**config.mk**
```make
export PLATFORM = sky130hd
export DESIGN_NAME = peripheral_irq_flag_bank
export DESIGN_NICKNAME = d
export VERILOG_FILES = /design/src/core/irq_flag_pkg.sv /design/src/core/flag_bank.sv /design/src/core/event_decode.sv /design/src/core/peripheral_irq_flag_bank.sv
export SDC_FILE = /design/constraint.sdc
export NUM_CORES = 1
export LEC_CHECK = 0
export BUFFER_PORTS_ARGS = -buffer_cell sky130_fd_sc_hd__buf_4
export CELL_PAD_IN_SITES_DETAIL_PLACEMENT = 2
export CELL_PAD_IN_SITES_GLOBAL_PLACEMENT = 2
export CORE_MARGIN = 1.5
export CORE_UTILIZATION = 29
export DETAILED_ROUTE_END_ITERATION = 8
export PLACE_DENSITY_LB_ADDON = 0.15
export SLEW_MARGIN = 5
export SYNTH_ARGS = -nofsm -noshare
export SYNTH_HDL_FRONTEND = slang
export SYNTH_SLANG_ARGS = --single-unit
```
**constraint.sdc**
```tcl
create_clock -name clock -period 1.9 [get_ports clock]
set_input_delay 0.19 -clock clock [delete_from_list [all_inputs] [get_ports clock]]
set_output_delay 0.19 -clock clock [all_outputs]
set_load 0.03 [all_outputs]
```
**src/core/irq_flag_pkg.sv**
```systemverilog
package irq_flag_pkg;

	localparam int ADDR_W    = 8;
	localparam int NUM_BANKS = 4;

	localparam logic [7:0] SERIAL_FLAGS_OFS = 8'h00;
	localparam logic [7:0] TIMER_FLAGS_OFS  = 8'h04;
	localparam logic [7:0] LCG_FLAGS_OFS    = 8'h08;
	localparam logic [7:0] CCP_FLAGS_OFS    = 8'h0C;
	localparam logic [7:0] SERIAL_EN_OFS    = 8'h10;
	localparam logic [7:0] TIMER_EN_OFS     = 8'h14;
	localparam logic [7:0] LCG_EN_OFS       = 8'h18;
	localparam logic [7:0] CCP_EN_OFS       = 8'h1C;
	localparam logic [7:0] IRQ_CTRL_OFS     = 8'h20;
	localparam logic [7:0] EVT_STATUS_OFS   = 8'h24;
	localparam logic [7:0] EVT_ENABLE_OFS   = 8'h28;
	localparam logic [7:0] EVT_CLEAR_OFS    = 8'h2C;

	localparam logic [7:0] SERIAL_IMPL = 8'h3F;
	localparam logic [7:0] SERIAL_WR   = 8'h0F;
	localparam logic [7:0] SERIAL_RO   = 8'h30;
	localparam logic [7:0] TIMER_IMPL  = 8'h3F;
	localparam logic [7:0] LCG_IMPL    = 8'hF7;
	localparam logic [7:0] CCP_IMPL    = 8'h1F;

	localparam int RX_PENDING_BIT   = 5;
	localparam int TX_SPACE_BIT     = 4;
	localparam int BUS_COLL_TWO_BIT = 3;
	localparam int SYNC_TWO_BIT     = 2;
	localparam int BUS_COLL_ONE_BIT = 1;
	localparam int SYNC_ONE_BIT     = 0;
	localparam int GLOBAL_EN_BIT    = 7;
	localparam int PERIPH_EN_BIT    = 6;
	localparam int CELL_LSB         = 4;
	localparam int CCP_LSB          = 0;

	localparam int PERIOD_TIMER_POS [3] = '{1, 3, 5};
	localparam int OVF_TIMER_POS    [3] = '{0, 2, 4};
	localparam int GATE_POS         [3] = '{0, 1, 2};

	localparam logic [7:0] FLAG_RESET = 8'h00;
	localparam logic [7:0] EN_RESET   = 8'h00;
	localparam logic [7:0] CTRL_RESET = 8'h00;
	localparam logic [3:0] EVT_RESET  = 4'h0;

	typedef enum logic [1:0] {MODE_CAPTURE, MODE_COMPARE, MODE_PWM} capcomp_mode_t;

endpackage

```
**src/core/flag_bank.sv**
```systemverilog
`timescale 1ns/1ps
module flag_bank
#(
	parameter int         WIDTH     = 8,
	parameter logic [7:0] IMPL_MASK = 8'hFF,
	parameter logic [7:0] WR_MASK   = 8'hFF,
	parameter logic [7:0] RO_MASK   = 8'h00
)
(
	input  wire logic             clock,
	input  wire logic             rst,
	input  wire logic [WIDTH-1:0] set_in,
	input  wire logic             wr_en,
	input  wire logic [WIDTH-1:0] wr_data,
	output logic      [WIDTH-1:0] flags,
	output logic                  hw_set
);

	logic [WIDTH-1:0] flags_r;
	logic [WIDTH-1:0] flags_nxt;

	genvar i;
	generate
		for (i = 0; i < WIDTH; i++)
		begin : g_bit
			always_comb
			begin
				if (!IMPL_MASK[i])
					flags_nxt[i] = 1'b0;
				else if (RO_MASK[i])
					flags_nxt[i] = set_in[i];
				else if (set_in[i])
					flags_nxt[i] = 1'b1;
				else if (wr_en && WR_MASK[i])
					flags_nxt[i] = wr_data[i];
				else
					flags_nxt[i] = flags_r[i];
			end

			always_ff @(posedge clock)
			begin
				if (rst)
					flags_r[i] <= irq_flag_pkg::FLAG_RESET[i];
				else
					flags_r[i] <= flags_nxt[i];
			end
		end
	endgenerate

	assign flags  = flags_r;
	assign hw_set = |(set_in & IMPL_MASK[WIDTH-1:0] & ~RO_MASK[WIDTH-1:0]);

endmodule

```
**src/core/event_decode.sv**
```systemverilog
`timescale 1ns/1ps
module event_decode
(
	input  wire logic                             clock,
	input  wire logic                             rst,
	input  wire logic [2:0]                       timer_overflow,
	input  wire logic [2:0]                       timer_postscale_ovf,
	input  wire logic [2:0]                       timer_period_match,
	input  wire logic [2:0]                       timer_ratio_one,
	input  wire logic [2:0]                       timer_gate_active,
	input  wire logic [3:0]                       logic_cell_event,
	input  wire irq_flag_pkg::capcomp_mode_t [4:0] capcomp_mode_select,
	input  wire logic [4:0]                       capture_event,
	input  wire logic [4:0]                       compare_match,
	input  wire logic [4:0]                       pwm_trailing_edge,
	output logic      [7:0]                       timer_set,
	output logic      [7:0]                       gate_cell_set,
	output logic      [7:0]                       capcomp_set
);

	logic [2:0] gate_prev_r;
	logic [2:0] gate_prev_nxt;

	always_comb
	begin
		gate_prev_nxt = timer_gate_active;
		timer_set     = 8'h00;
		gate_cell_set = 8'h00;
		capcomp_set   = 8'h00;
		for (int t = 0; t < 3; t++)
		begin
			// Match replaces postscaler overflow at 1:1
			timer_set[irq_flag_pkg::PERIOD_TIMER_POS[t]] = timer_ratio_one[t] ?
				timer_period_match[t] : timer_postscale_ovf[t];
			timer_set[irq_flag_pkg::OVF_TIMER_POS[t]] = timer_overflow[t];
			// Gate closing is its falling edge
			gate_cell_set[irq_flag_pkg::GATE_POS[t]] =
				gate_prev_r[t] & ~timer_gate_active[t];
		end
		gate_cell_set[irq_flag_pkg::CELL_LSB +: 4] = logic_cell_event;
		for (int u = 0; u < 5; u++)
		begin
			case (capcomp_mode_select[u])
				irq_flag_pkg::MODE_CAPTURE:
					capcomp_set[irq_flag_pkg::CCP_LSB + u] = capture_event[u];
				irq_flag_pkg::MODE_COMPARE:
					capcomp_set[irq_flag_pkg::CCP_LSB + u] = compare_match[u];
				irq_flag_pkg::MODE_PWM:
					capcomp_set[irq_flag_pkg::CCP_LSB + u] = pwm_trailing_edge[u];
				default:
					capcomp_set[irq_flag_pkg::CCP_LSB + u] = 1'b0;
			endcase
		end
	end

	always_ff @(posedge clock)
	begin
		if (rst)
			gate_prev_r <= 3'h0;
		else
			gate_prev_r <= gate_prev_nxt;
	end

endmodule

```
**src/core/peripheral_irq_flag_bank.sv**
```systemverilog
// The register offsets and the APB interface to the registers were decided locally.
`timescale 1ns/1ps
module peripheral_irq_flag_bank
(
	input  wire logic                             clock,
	input  wire logic                             rst,
	input  wire logic                             psel,
	input  wire logic                             penable,
	input  wire logic                             pwrite,
	input  wire logic [7:0]                       paddr,
	input  wire logic [31:0]                      pwdata,
	output logic      [31:0]                      prdata,
	output logic                                  pready,
	output logic                                  pslverr,
	input  wire logic                             rx_buffer_nonempty,
	input  wire logic                             tx_buffer_has_space,
	input  wire logic [1:0]                       bus_collision_event,
	input  wire logic [1:0]                       sync_serial_event,
	input  wire logic [2:0]                       timer_overflow,
	input  wire logic [2:0]                       timer_postscale_ovf,
	input  wire logic [2:0]                       timer_period_match,
	input  wire logic [2:0]                       timer_ratio_one,
	input  wire logic [2:0]                       timer_gate_active,
	input  wire logic [3:0]                       logic_cell_event,
	input  wire irq_flag_pkg::capcomp_mode_t [4:0] capcomp_mode_select,
	input  wire logic [4:0]                       capture_event,
	input  wire logic [4:0]                       compare_match,
	input  wire logic [4:0]                       pwm_trailing_edge,
	output logic                                  cpu_irq,
	output logic                                  irq
);

	logic [7:0]  serial_set;
	logic [7:0]  timer_set;
	logic [7:0]  gate_cell_set;
	logic [7:0]  capcomp_set;
	logic [7:0]  serial_flags;
	logic [7:0]  timer_flags;
	logic [7:0]  lcg_flags;
	logic [7:0]  ccp_flags;
	logic [3:0]  hw_set;
	logic [3:0]  flag_wr;
	logic [3:0]  evt_clr;
	logic [3:0]  pending;
	logic        setup;
	logic        wr_acc;
	logic        addr_ok;
	logic [31:0] rd_val;

	logic [7:0]  serial_en_r;
	logic [7:0]  serial_en_nxt;
	logic [7:0]  timer_en_r;
	logic [7:0]  timer_en_nxt;
	logic [7:0]  lcg_en_r;
	logic [7:0]  lcg_en_nxt;
	logic [7:0]  ccp_en_r;
	logic [7:0]  ccp_en_nxt;
	logic [7:0]  ctrl_r;
	logic [7:0]  ctrl_nxt;
	logic [3:0]  evt_status_r;
	logic [3:0]  evt_status_nxt;
	logic [3:0]  evt_en_r;
	logic [3:0]  evt_en_nxt;
	logic [31:0] prdata_r;
	logic [31:0] prdata_nxt;
	logic        cpu_irq_r;
	logic        cpu_irq_nxt;
	logic        irq_r;
	logic        irq_nxt;

	// Serial port sources; top bits are absent
	always_comb
	begin
		serial_set                                 = 8'h00;
		serial_set[irq_flag_pkg::RX_PENDING_BIT]   = rx_buffer_nonempty;
		serial_set[irq_flag_pkg::TX_SPACE_BIT]     = tx_buffer_has_space;
		serial_set[irq_flag_pkg::BUS_COLL_TWO_BIT] = bus_collision_event[1];
		serial_set[irq_flag_pkg::SYNC_TWO_BIT]     = sync_serial_event[1];
		serial_set[irq_flag_pkg::BUS_COLL_ONE_BIT] = bus_collision_event[0];
		serial_set[irq_flag_pkg::SYNC_ONE_BIT]     = sync_serial_event[0];
	end

	event_decode u_decode
	(
		.clock               (clock),
		.rst                 (rst),
		.timer_overflow      (timer_overflow),
		.timer_postscale_ovf (timer_postscale_ovf),
		.timer_period_match  (timer_period_match),
		.timer_ratio_one     (timer_ratio_one),
		.timer_gate_active   (timer_gate_active),
		.logic_cell_event    (logic_cell_event),
		.capcomp_mode_select (capcomp_mode_select),
		.capture_event       (capture_event),
		.compare_match       (compare_match),
		.pwm_trailing_edge   (pwm_trailing_edge),
		.timer_set           (timer_set),
		.gate_cell_set       (gate_cell_set),
		.capcomp_set         (capcomp_set)
	);

	flag_bank #(.WIDTH(8), .IMPL_MASK(irq_flag_pkg::SERIAL_IMPL),
		.WR_MASK(irq_flag_pkg::SERIAL_WR), .RO_MASK(irq_flag_pkg::SERIAL_RO)) u_serial
	(
		.clock   (clock),
		.rst     (rst),
		.set_in  (serial_set),
		.wr_en   (flag_wr[0]),
		.wr_data (pwdata[7:0]),
		.flags   (serial_flags),
		.hw_set  (hw_set[0])
	);

	flag_bank #(.WIDTH(8), .IMPL_MASK(irq_flag_pkg::TIMER_IMPL),
		.WR_MASK(irq_flag_pkg::TIMER_IMPL), .RO_MASK(8'h00)) u_timer
	(
		.clock   (clock),
		.rst     (rst),
		.set_in  (timer_set),
		.wr_en   (flag_wr[1]),
		.wr_data (pwdata[7:0]),
		.flags   (timer_flags),
		.hw_set  (hw_set[1])
	);

	flag_bank #(.WIDTH(8), .IMPL_MASK(irq_flag_pkg::LCG_IMPL),
		.WR_MASK(irq_flag_pkg::LCG_IMPL), .RO_MASK(8'h00)) u_lcg
	(
		.clock   (clock),
		.rst     (rst),
		.set_in  (gate_cell_set),
		.wr_en   (flag_wr[2]),
		.wr_data (pwdata[7:0]),
		.flags   (lcg_flags),
		.hw_set  (hw_set[2])
	);

	flag_bank #(.WIDTH(8), .IMPL_MASK(irq_flag_pkg::CCP_IMPL),
		.WR_MASK(irq_flag_pkg::CCP_IMPL), .RO_MASK(8'h00)) u_ccp
	(
		.clock   (clock),
		.rst     (rst),
		.set_in  (capcomp_set),
		.wr_en   (flag_wr[3]),
		.wr_data (pwdata[7:0]),
		.flags   (ccp_flags),
		.hw_set  (hw_set[3])
	);

	// Zero-wait slave; read data is latched in the setup cycle
	assign setup  = psel & ~penable;
	assign wr_acc = psel & penable & pwrite;

	always_comb
	begin
		rd_val  = 32'h0000_0000;
		addr_ok = 1'b1;
		case (paddr)
			irq_flag_pkg::SERIAL_FLAGS_OFS: rd_val[7:0] = serial_flags;
			irq_flag_pkg::TIMER_FLAGS_OFS:  rd_val[7:0] = timer_flags;
			irq_flag_pkg::LCG_FLAGS_OFS:    rd_val[7:0] = lcg_flags;
			irq_flag_pkg::CCP_FLAGS_OFS:    rd_val[7:0] = ccp_flags;
			irq_flag_pkg::SERIAL_EN_OFS:    rd_val[7:0] = serial_en_r;
			irq_flag_pkg::TIMER_EN_OFS:     rd_val[7:0] = timer_en_r;
			irq_flag_pkg::LCG_EN_OFS:       rd_val[7:0] = lcg_en_r;
			irq_flag_pkg::CCP_EN_OFS:       rd_val[7:0] = ccp_en_r;
			irq_flag_pkg::IRQ_CTRL_OFS:     rd_val[7:0] = ctrl_r;
			irq_flag_pkg::EVT_STATUS_OFS:   rd_val[3:0] = evt_status_r;
			irq_flag_pkg::EVT_ENABLE_OFS:   rd_val[3:0] = evt_en_r;
			irq_flag_pkg::EVT_CLEAR_OFS:    rd_val      = 32'h0000_0000;
			default:                        addr_ok     = 1'b0;
		endcase
		prdata_nxt = setup ? rd_val : prdata_r;
	end

	always_comb
	begin
		serial_en_nxt = serial_en_r;
		timer_en_nxt  = timer_en_r;
		lcg_en_nxt    = lcg_en_r;
		ccp_en_nxt    = ccp_en_r;
		ctrl_nxt      = ctrl_r;
		evt_en_nxt    = evt_en_r;
		flag_wr       = 4'h0;
		evt_clr       = 4'h0;
		if (wr_acc)
		begin
			case (paddr)
				irq_flag_pkg::SERIAL_FLAGS_OFS: flag_wr[0] = 1'b1;
				irq_flag_pkg::TIMER_FLAGS_OFS:  flag_wr[1] = 1'b1;
				irq_flag_pkg::LCG_FLAGS_OFS:    flag_wr[2] = 1'b1;
				irq_flag_pkg::CCP_FLAGS_OFS:    flag_wr[3] = 1'b1;
				irq_flag_pkg::SERIAL_EN_OFS:
					serial_en_nxt = pwdata[7:0] & irq_flag_pkg::SERIAL_IMPL;
				irq_flag_pkg::TIMER_EN_OFS:
					timer_en_nxt = pwdata[7:0] & irq_flag_pkg::TIMER_IMPL;
				irq_flag_pkg::LCG_EN_OFS:
					lcg_en_nxt = pwdata[7:0] & irq_flag_pkg::LCG_IMPL;
				irq_flag_pkg::CCP_EN_OFS:
					ccp_en_nxt = pwdata[7:0] & irq_flag_pkg::CCP_IMPL;
				irq_flag_pkg::IRQ_CTRL_OFS:
				begin
					ctrl_nxt                             = 8'h00;
					ctrl_nxt[irq_flag_pkg::GLOBAL_EN_BIT] = pwdata[irq_flag_pkg::GLOBAL_EN_BIT];
					ctrl_nxt[irq_flag_pkg::PERIPH_EN_BIT] = pwdata[irq_flag_pkg::PERIPH_EN_BIT];
				end
				irq_flag_pkg::EVT_ENABLE_OFS:   evt_en_nxt = pwdata[3:0];
				irq_flag_pkg::EVT_CLEAR_OFS:    evt_clr    = pwdata[3:0];
				default:                        flag_wr    = 4'h0;
			endcase
		end
		// New hardware set beats a same-cycle clear
		evt_status_nxt = (evt_status_r & ~evt_clr) | hw_set;
		pending[0]     = |(serial_flags & serial_en_r);
		pending[1]     = |(timer_flags & timer_en_r);
		pending[2]     = |(lcg_flags & lcg_en_r);
		pending[3]     = |(ccp_flags & ccp_en_r);
		cpu_irq_nxt    = ctrl_r[irq_flag_pkg::GLOBAL_EN_BIT] &
			ctrl_r[irq_flag_pkg::PERIPH_EN_BIT] & (|pending);
		irq_nxt        = |(evt_status_r & evt_en_r);
	end

	always_ff @(posedge clock)
	begin
		if (rst)
		begin
			serial_en_r  <= irq_flag_pkg::EN_RESET;
			timer_en_r   <= irq_flag_pkg::EN_RESET;
			lcg_en_r     <= irq_flag_pkg::EN_RESET;
			ccp_en_r     <= irq_flag_pkg::EN_RESET;
			ctrl_r       <= irq_flag_pkg::CTRL_RESET;
			evt_status_r <= irq_flag_pkg::EVT_RESET;
			evt_en_r     <= irq_flag_pkg::EVT_RESET;
			prdata_r     <= 32'h0000_0000;
			cpu_irq_r    <= 1'b0;
			irq_r        <= 1'b0;
		end
		else
		begin
			serial_en_r  <= serial_en_nxt;
			timer_en_r   <= timer_en_nxt;
			lcg_en_r     <= lcg_en_nxt;
			ccp_en_r     <= ccp_en_nxt;
			ctrl_r       <= ctrl_nxt;
			evt_status_r <= evt_status_nxt;
			evt_en_r     <= evt_en_nxt;
			prdata_r     <= prdata_nxt;
			cpu_irq_r    <= cpu_irq_nxt;
			irq_r        <= irq_nxt;
		end
	end

	assign prdata  = prdata_r;
	assign pready  = 1'b1;
	assign pslverr = psel & penable & ~addr_ok;
	assign cpu_irq = cpu_irq_r;
	assign irq     = irq_r;
endmodule

```
==> results.md, run 1 <==
* Xor/xnor share of the synthesized area at 0%
* Final Critical Period at 1.71 ns
* Async SR Flop Fraction at 0%
* Pwr Density at ~750 nW/um2
* Post-route clock period utilization at about nine tenths
* Die H at roughly 120 um
* Syn Area/Cell at ~8.5 um2
* Critical path origin: paddr[5]
* Area growth, synth to finish at 26.3%
* I/O Pins at roughly 130
* Vias in the first global route at 3,950
* Site Rows at 42
* Drc violations at 0
* Final TNS setup at 0 ns
* Synth Area in Compound Gates at between 15 and 20%
* Max clock buf depth at 2
* CTS tree: built
* Worst IR Drop VDD at around 0.32 mV
* FF+latch count, synth at 71
* Endpoint class of the critical path: output port
* Synth warn at 0
* Post-Syn Area at 3930 um2
* Ant. Diodes at 0
* Hold path start: tx_buffer_has_space
* WP data arrival at roughly 1.5 ns
* Global routing met3 resource utilization at under 10%
* Setup WS post-layout at ~0.19 ns
* Crit Path Class: in2out
* Routed Antenna Nets at 0
* Busiest grt layer: met2
* Worst skew pair latency at approximately 0.34 ns
* Root buffer cell: clkbuf_16
* Startpoint types: input port
* Cells after Synth at about 460
* Main synth FF type: dfxtp_1
* Hold Path Class: in2reg
* Post-DP HPWL at 10,900 um
* Worst-path fanout max at 14
* Leakage at 2.11 nW
* Clock Skew at roughly 0.0030 ns
* Hold Buf Count CTS at 0
* # Max-Cap Violations at 0
* CTS Buf Count at 9
* Die width at around 120 um
* WP data required at approximately 1.7 ns
* Post-synth EDFFs at 0
* Setup-failing EPs final at 0
* Met2 Usage GRT at a little over a third
* Pins Over Slew Limit at 0
* Sequential share of the synthesized area at about 36%
* Met1 usage at between 20% and 30%
* Post CTS Setup Buffer Count at 0
* Initial antenna violation count at 0
* Adder-Cell Fraction of Synth Area at 0%
* Post-Synth Simple-Gate Area at between 20% and 30%
* Vias per inst at slightly above 5
* Initial core utilization at about 30%
* # H-tree levels at 3
* RSZ-0062 raised after global routing: no
* Total number of vias at 3,669
* Fillers at 1,533
* Final layout net count at ~640
* Die ar. at between 10,000 and 15,000 um2
* Pre-CTS setup slack at 0.114 ns
* Synth cell types at 58
* Drt first pass iters at 4
* Sink Count at approximately 70
* Mux share of post-synthesis cell area at 14.6%
* Commonest non-fill, non-tap cell in the layout: buf_4
* FMAX at about 580 MHz
* 1st-iter DRT viols at 128
* Most frequent cells in the layout: 98 x buf_4, 71 x dfxtp_1, 47 x a21oi_1, 45 x mux2i_1, 44 x nand2_1
* Share of cells above drive strength 1 at roughly a quarter
* Cts repair resizes at 0
* Grt ovf at 0
* Largest net degree at the start of global routing at 52
* Final WL at ~14,000 um
* Drt wl/cell at approximately 19 um
* Final GP Congestion at roughly 0.85
* IO buf count at 81
* First-pass GRT wire length at roughly 22,000 um
* Worst-path clk slew at 0.06 ns
* Outcome: completed
* Reg-to-reg critical path startpoint: u_ccp.flags[2]
* Main combinational cell family by area after synthesis: simple AND/OR/NAND/NOR gates
* Final Hold Viols at 0
* Core ar. at 13,200 um2
* Gr usage total at between 20% and 30%
==> area by class of cell <==
type | instances | area [um2] | area share (%)
Sequential cell | 71 | 1420 | 28.7
Clock buffer | 11 | 253 | 5.10
Timing Repair Buffer | 101 | 796 | 16.0
Multi-Input combinational cell | 340 | 2160 | 43.6
Clock inverter | 5 | 32.5 | 0.656
Inverter | 20 | 75.1 | 1.51
Tap cell | 176 | 220 | 4.44
==> state kept, by name, indices dropped and copies added, names as in the netlist <==
| register | count |
|---|---|
| u_ccp.flags | 5 |
| ctrl_r | 2 |
| prdata | 8 |
| irq | 1 |
| timer_en_r | 6 |
| u_lcg.flags | 7 |
| u_timer.flags | 6 |
| cpu_irq | 1 |
| evt_en_r | 4 |
| ccp_en_r | 5 |
| lcg_en_r | 7 |
| evt_status_r | 4 |
| u_decode.gate_prev_r | 3 |
| serial_en_r | 6 |
| u_serial.flags | 6 |
==> routing by layer <==
layer / up-vias / wire length, um
li1: 1761 / -
met1: 1813 / 6290
met2: 83 / 6990
met3: 12 / 475
met4: 0 / 172
met5: - / 0
==> final timing paths <==
kind / to / slack [ns] / cells past startpoint
hold reg to reg: prdata[5] / 0.46 / 2
setup / recovery: pslverr / 0.19 / 6
setup reg to reg: prdata[2] / 0.30 / 5
hold / removal: u_serial.flags[4] / 0.06 / 2
==> cells in the mapped netlist, drive strengths merged (3+ instances only) <==
| library cell | instances | area share [%] |
|---|---|---|
| inv | 20 | 1.9 |
| nor2b | 8 | 1.3 |
| nand2 | 46 | 4.5 |
| and3 | 4 | 0.64 |
| nand4 | 3 | 0.48 |
| a221oi | 3 | 0.67 |
| nor3 | 7 | 1.3 |
| nand3b | 6 | 1.1 |
| or2 | 4 | 0.64 |
| a211o | 3 | 0.67 |
| a21oi | 48 | 6.2 |
| nand3 | 32 | 4.1 |
| mux2 | 9 | 2.6 |
| dfxtp | 71 | 36 |
| nor2 | 23 | 2.2 |
| o21ai | 13 | 1.7 |
| buf | 44 | 7.8 |
| mux2i | 45 | 11 |
| nand2b | 7 | 1.1 |
| nor4 | 5 | 1.2 |
| a31oi | 8 | 1.3 |
| a22oi | 15 | 2.9 |
| clkbuf | 11 | 1.1 |
==> per-stage QoR <==
stage	power, W	hold slack (ns)	instance area, um2	instances	utilization (%)
6_report	0.00370	0.0641	4960	724	37.4
3_3_place_gp	0.00210	0.405	4670	708	35.3
2_1_floorplan	0.00191	0.318	4010	487	-
3_5_place_dp	0.00212	0.414	4670	708	35.3
5_1_grt	0.00384	0.0670	4960	724	37.4
4_1_cts	0.00375	0.0538	4960	724	37.4
==> report_power, final <==
group          switching (W)  internal [W]  leakage, nW  total, W
combinational       0.000284      0.000211         1.40  0.000495
clock               0.000669      0.000950        0.134   0.00162
sequential         0.0000504       0.00154        0.581   0.00159
total                0.00100       0.00270         2.11   0.00370
==> logic make-up after synthesis <==
family | after synthesis
compound gates | 106
buf+inv | 76
flops | 71
mux | 55
other cells | 2
simple gates | 154
==> critical path: stages <==
cell     delay (ns)
buf_4          0.19
nor4b_2        0.44
buf_4          0.26
nor2_1         0.05
o211a_1        0.22
buf_4          0.16
No activity file was read; power rests on OpenSTA's default activity.
==> inputs of run 2 (changes only) <==
Settings changed: CORE_UTILIZATION 29 to 30, CTS_BUF_LIST set to sky130_fd_sc_hd__clkbuf_8.
==> run 2 against run 1 <==
Effect of this change:
- sequential power barely moved
- sequential cell count did not move
- worst hold slack got worse by 0.036 ns
- worst setup slack improved by 0.051 ns
- critical path depth fell by 1
- sequential share of layout area rose by 0.76 points
- largest cell class unchanged
==> results.md, run 2 (synthesized netlist as in run 1, its figures left out) <==
* Worst IR Drop VDD at 0.298 mV (was 0.317 mV)
* FMAX at 601 MHz (was 583 MHz)
* Crit path cell chain: mux2_1, a221oi_1, a2111oi_1, a211o_1, a22o_1 (was buf_4, nor4b_2, buf_4, nor2_1, o211a_1, buf_4)
* Final TNS setup at 0 ns (unchanged)
* Crit path buf inv count at 0 (was 3)
* Endpoint class of the critical path: flop (was output port)
* Final layout net count at 633 (was 638)
* Cts repair resizes at 0 (unchanged)
* RSZ-0062 raised after global routing: no (unchanged)
* Worst hold stages at 2 (unchanged)
* Most frequent cells in the layout: 94 x buf_4, 71 x dfxtp_1, 47 x a21oi_1, 45 x mux2i_1, 44 x nand2_1 (was 98 x buf_4, 71 x dfxtp_1, 47 x a21oi_1, 45 x mux2i_1, 44 x nand2_1)
* Hold path start: tx_buffer_has_space (unchanged)
* Max clock buf depth at 2 (unchanged)
* Design area at 4830 um2 (was 4960 um2)
* Reg-to-reg critical path startpoint: u_ccp.flags[2] (unchanged)
* Grt ovf at 0 (unchanged)
* FF-to-FF path depth at 5 (unchanged)
* Hold Path Class: in2reg (unchanged)
* Slowest CP cell: dfxtp_1 (was nor4b_2)
* First-pass GRT wire length at 22,000 um (about the same)
* Post CTS Setup Buffer Count at 0 (unchanged)
* I/O Pins at 131 (unchanged)
* Worst hold endpoint: u_serial.flags[4] (unchanged)
* Drt first pass iters at 4 (unchanged)
* Outcome: completed (unchanged)
* Vias in the first global route at 3,898 (was 3,950)
* Post-route clock period utilization at 87.5% (was 90.2%)
* Routed Antenna Nets at 0 (unchanged)
* Total number of vias at 3,673 (was 3,669)
* Setup-failing EPs final at 0 (unchanged)
* Placed cells at 699 (was 708)
* CTS Buf Count at 9 (unchanged)
* Gr usage total at 20.8% (was 20.3%)
* Post-DP HPWL at 10,700 um (was 10,900 um)
* Commonest non-fill, non-tap cell in the layout: buf_4 (unchanged)
* Drc violations at 0 (unchanged)
* Drt wl/cell at 19.5 um (was 19.2 um)
* Die ar. at 13,800 um2 (was 14,300 um2)
* Max reg flops at 8 (unchanged)
* Worst-path fanout max at 3 (was 14)
* Reg2reg setup slack at 0.24 ns (was 0.30 ns)
* WP data required at 2.16 ns (was 1.71 ns)
* Pins Over Slew Limit at 0 (unchanged)
* IO buf count at 81 (unchanged)
* Leakage at 2.05 nW (was 2.11 nW)
* CTS tree: built (unchanged)
* # H-tree levels at 3 (unchanged)
* Initial antenna violation count at 0 (unchanged)
* # Max-Cap Violations at 0 (unchanged)
* Area growth, synth to finish at 23.0% (was 26.3%)
* Hold Buf Count CTS at 0 (unchanged)
* Pwr Density at 708 nW/um2 (was 746 nW/um2)
* Clock Skew at 0.00878 ns (was 0.00298 ns)
* Crit Path Class: reg2reg (was in2out)
* Final Non-Filler Cells at 715 (was 724)
* Worst-path clk slew at 0.08 ns (was 0.06 ns)
* Initial core utilization at 30.9% (was 29.7%)
* Worst skew pair latency at 0.36 ns (was 0.34 ns)
* Final WL at 13,900 um (about the same)
* FF-to-FF End: prdata[2] (unchanged)
* Site Rows at 41 (was 42)
* Vias per inst at 5.14 (was 5.07)
* Largest net degree at the start of global routing at 47 (was 52)
* Startpoint types: flop (was input port)
* Crit path max-delay family: compound AO/OA/AOI/OAI gates (was buffers and inverters)
* DP Area at 4620 um2 (was 4670 um2)
* Final GP Congestion at 0.833 (was 0.851)
* Sink Count at 71 (unchanged)
* Share of cells above drive strength 1 at 24.3% (was 25.2%)
* 1st-iter DRT viols at 205 (was 128)
* Die H at 117 um (was 119 um)
* Final Critical Period at 1.66 ns (was 1.71 ns)
* Die width at 117 um (was 119 um)
* Slowest stage delay, CP at 0.37 ns (was 0.44 ns)
* Total Power at 0.00342 W (was 0.00370 W)
* Final Hold Viols at 0 (unchanged)
* Ant. Diodes at 0 (unchanged)
* Core ar. at 12,700 um2 (was 13,200 um2)
* WP data arrival at 1.93 ns (was 1.52 ns)
* Fin util at 38.0% (was 37.4%)
* Root buffer cell: clkbuf_8 (was clkbuf_16)
-- run 2: cell count changes in the layout (fill, tap and decap cells not counted), sizes merged --
cell	change
clkbuf	-2
inv	+1
bufinv	+2
clkinvlp	-1
buf	-5
-- run 2: worst max-delay path by stage --
stage	end	depth (start not counted)	start	slack [ns]
floorplan	evt_en_r[0]	7	paddr[2]	0.29
global placement	u_serial.flags[0]	7	paddr[1]	0.13
detailed placement	prdata[2]	5	paddr[1]	0.08
CTS	prdata[2]	5	u_ccp.flags[2]	0.24
global route	prdata[2]	5	u_ccp.flags[2]	0.18
finish	prdata[2]	5	u_ccp.flags[2]	0.24
-- run 2: final cells by class --
| cell class | count | area (um2) |
|---|---|---|
| Clock buffer | 9 | 124 |
| Clock inverter | 7 | 88.8 |
| Fill cell | 1503 | 7890 |
| Inverter | 20 | 75.1 |
| Multi-Input combinational cell | 340 | 2160 |
| Sequential cell | 71 | 1420 |
| Tap cell | 172 | 215 |
| Timing Repair Buffer | 96 | 746 |
-- run 2: power breakdown --
part           internal, W  switching, W
clock             0.000730      0.000622
sequential         0.00153     0.0000513
combinational     0.000203      0.000283
total              0.00247      0.000956
-- run 2: layer usage --
| layer | part of all wire (%) | vias to the layer above | track usage (%) |
|---|---|---|---|
| met1 | 45 | 1825 | 26.2 |
| met2 | 50 | 84 | 35.8 |
| met3 | 4.1 | 17 | 3.99 |
| li1 | - | 1747 | - |
| met4 | 1.5 | 0 | 6.17 |
| met5 | 0 | - | 0 |
-- run 2: stage by stage --
| step | worst slack (ns) | hold WS (ns) |
|---|---|---|
| floorplan | 0.292 | 0.318 |
| global placement | 0.131 | 0.398 |
| detailed placement | 0.0846 | 0.417 |
| CTS | 0.244 | 0.0205 |
| global route | 0.180 | 0.0179 |
| finish | 0.237 | 0.0285 |
==> inputs of run 3 (changes only) <==
==> constraint.sdc (replaced) <==
create_clock -name clock -period 1.9 [get_ports clock]
set_input_delay 0.38 -clock clock [delete_from_list [all_inputs] [get_ports clock]]
set_output_delay 0.38 -clock clock [all_outputs]
set_load 0.03 [all_outputs]
==> run 3 against run 2 <==
Effect of this change:
- sequential share of layout area decreased by 0.78 points
- combinational power increased by 4.9%
- clock skew increased by 0.0024 ns
- largest power group unchanged
- die area unchanged
- clock power decreased by 4%
==> results.md, run 3 (synthesized netlist as in run 1, its figures left out) <==
* Outcome: completed (unchanged)
* Placed cells at 717 (was 699)
* Sink Count at 71 (unchanged)
* Hold Path Class: in2reg (unchanged)
* Final Critical Period at 1.84 ns (was 1.66 ns)
* Register Area at 1420 um2 (unchanged)
* Drt first pass iters at 4 (unchanged)
* Design area at 4960 um2 (was 4830 um2)
* IO buf count at 81 (unchanged)
* Gr usage total at 20.8% (about the same)
* Area growth, synth to finish at 26.3% (was 23.0%)
* Final layout net count at 651 (was 633)
* Initial core utilization at 30.9% (unchanged)
* Most frequent cells in the layout: 112 x buf_4, 71 x dfxtp_1, 47 x a21oi_1, 45 x mux2i_1, 44 x nand2_1 (was 94 x buf_4, 71 x dfxtp_1, 47 x a21oi_1, 45 x mux2i_1, 44 x nand2_1)
* Leakage at 2.14 nW (was 2.05 nW)
* Die H at 117 um (unchanged)
* Post-route clock period utilization at 96.7% (was 87.5%)
* Worst-path clk slew at 0.08 ns (about the same)
* Share of cells above drive strength 1 at 26.7% (was 24.3%)
* Worst-path fanout max at 3 (unchanged)
* Fillers at 1,499 (was 1,503)
* Final WL at 13,900 um (about the same)
* Ant. Diodes at 0 (unchanged)
* Setup-failing EPs final at 0 (unchanged)
* Multi-input logic area at 2160 um2 (unchanged)
* WP data required at 1.52 ns (was 2.16 ns)
* Worst skew pair latency at 0.38 ns (was 0.36 ns)
* Commonest non-fill, non-tap cell in the layout: buf_4 (unchanged)
* Max reg flops at 8 (unchanged)
* Vias per inst at 5.00 (was 5.14)
* Hold Buf Count CTS at 0 (unchanged)
* Post CTS Setup Buffer Count at 0 (unchanged)
* Post-DP HPWL at 10,900 um (was 10,700 um)
* Crit Path Class: in2out (was reg2reg)
* FMAX at 544 MHz (was 601 MHz)
* # Max-Cap Violations at 0 (unchanged)
* Final Non-Filler Cells at 733 (was 715)
* Die ar. at 13,800 um2 (unchanged)
* I/O Pins at 131 (unchanged)
* # H-tree levels at 3 (unchanged)
* Cts repair resizes at 0 (unchanged)
* Pins Over Slew Limit at 0 (unchanged)
* 1st-iter DRT viols at 126 (was 205)
* Grt ovf at 0 (unchanged)
* Drc violations at 0 (unchanged)
* Final GP Congestion at 0.856 (was 0.833)
* Drt wl/cell at 19.0 um (was 19.5 um)
* Max clock buf depth at 2 (unchanged)
* Die width at 117 um (unchanged)
* Largest net degree at the start of global routing at 38 (was 47)
* DP Area at 4750 um2 (was 4620 um2)
* Final Hold Viols at 0 (unchanged)
* Worst IR Drop VDD at 0.387 mV (was 0.298 mV)
* WP data arrival at 1.46 ns (was 1.93 ns)
* Root buffer cell: clkbuf_8 (unchanged)
* Startpoint types: input port (was flop)
* Routed Antenna Nets at 0 (unchanged)
* Site Rows at 41 (unchanged)
* Pwr Density at 684 nW/um2 (was 708 nW/um2)
* Endpoint class of the critical path: output port (was flop)
* First-pass GRT wire length at 21,900 um (was 22,000 um)
* Vias in the first global route at 3,967 (was 3,898)
* Core ar. at 12,700 um2 (unchanged)
* Initial antenna violation count at 0 (unchanged)
* RSZ-0062 raised after global routing: no (unchanged)
* CTS tree: built (unchanged)
* Clock Skew at 0.0112 ns (was 0.00878 ns)
* Total number of vias at 3,667 (was 3,673)
* Fin util at 39.0% (was 38.0%)
* CTS Buf Count at 9 (unchanged)
==> run 3: cell count changes in the layout (fill, tap and decap cells not counted), sizes merged <==
cell,before,now
buf,96,114
clkbuf,9,11
bufinv,2,1
clkinv,2,1
==> run 3: worst paths after layout <==
check	slack, ns	depth (start not counted)	endpoint	start
setup reg to reg	0.32	5	prdata[2]	u_ccp.flags[2]
setup / recovery	0.06	5	pslverr	paddr[4]
hold / removal	0.22	2	u_decode.gate_prev_r[1]	timer_gate_active[1]
hold reg to reg	0.46	2	prdata[6]	prdata[6]
==> run 3: worst max-delay path, stage by stage <==
cell,delay [ns]
buf_4,0.13
nor4b_2,0.45
nor2_1,0.11
o211a_1,0.22
buf_4,0.16
==> run 3: per-layer routing <==
metal | GRT usage [%] | up-vias | wire [um]
met5 | 0 | - | 0
met4 | 7.64 | 0 | 268
met3 | 3.70 | 18 | 510
met2 | 35.4 | 77 | 6780
met1 | 26.2 | 1787 | 6380
li1 | - | 1785 | -
==> run 3: final cells by class <==
| cell class | count | share of cell area (%) |
|---|---|---|
| inverters | 20 | 1.51 |
| repair buffers | 114 | 17.8 |
| well taps | 172 | 4.34 |
| clock buffers | 11 | 3.05 |
| flip-flops and latches | 71 | 28.6 |
| clock inverters | 5 | 1.16 |
| multi-input cells | 340 | 43.5 |
==> run 3: per-stage QoR <==
step | hold slack [ns] | setup WS [ns] | total power (W) | setup TNS, ns
after floorplan | 0.428 | 0.102 | 0.00191 | 0
after global placement | 0.446 | -0.0654 | 0.00212 | -0.354
after detailed placement | 0.458 | -0.105 | 0.00213 | -0.729
after CTS | 0.210 | 0.0105 | 0.00343 | 0
after global routing | 0.246 | 0.00418 | 0.00354 | 0
final | 0.222 | 0.0622 | 0.00339 | 0
==> run 3: report_power, final <==
| part | leakage, nW | internal, W | switching (W) | total, W |
|---|---|---|---|---|
| clock network | 0.103 | 0.000675 | 0.000625 | 0.00130 |
| logic | 1.46 | 0.000222 | 0.000288 | 0.000510 |
| registers | 0.581 | 0.00153 | 0.0000489 | 0.00158 |
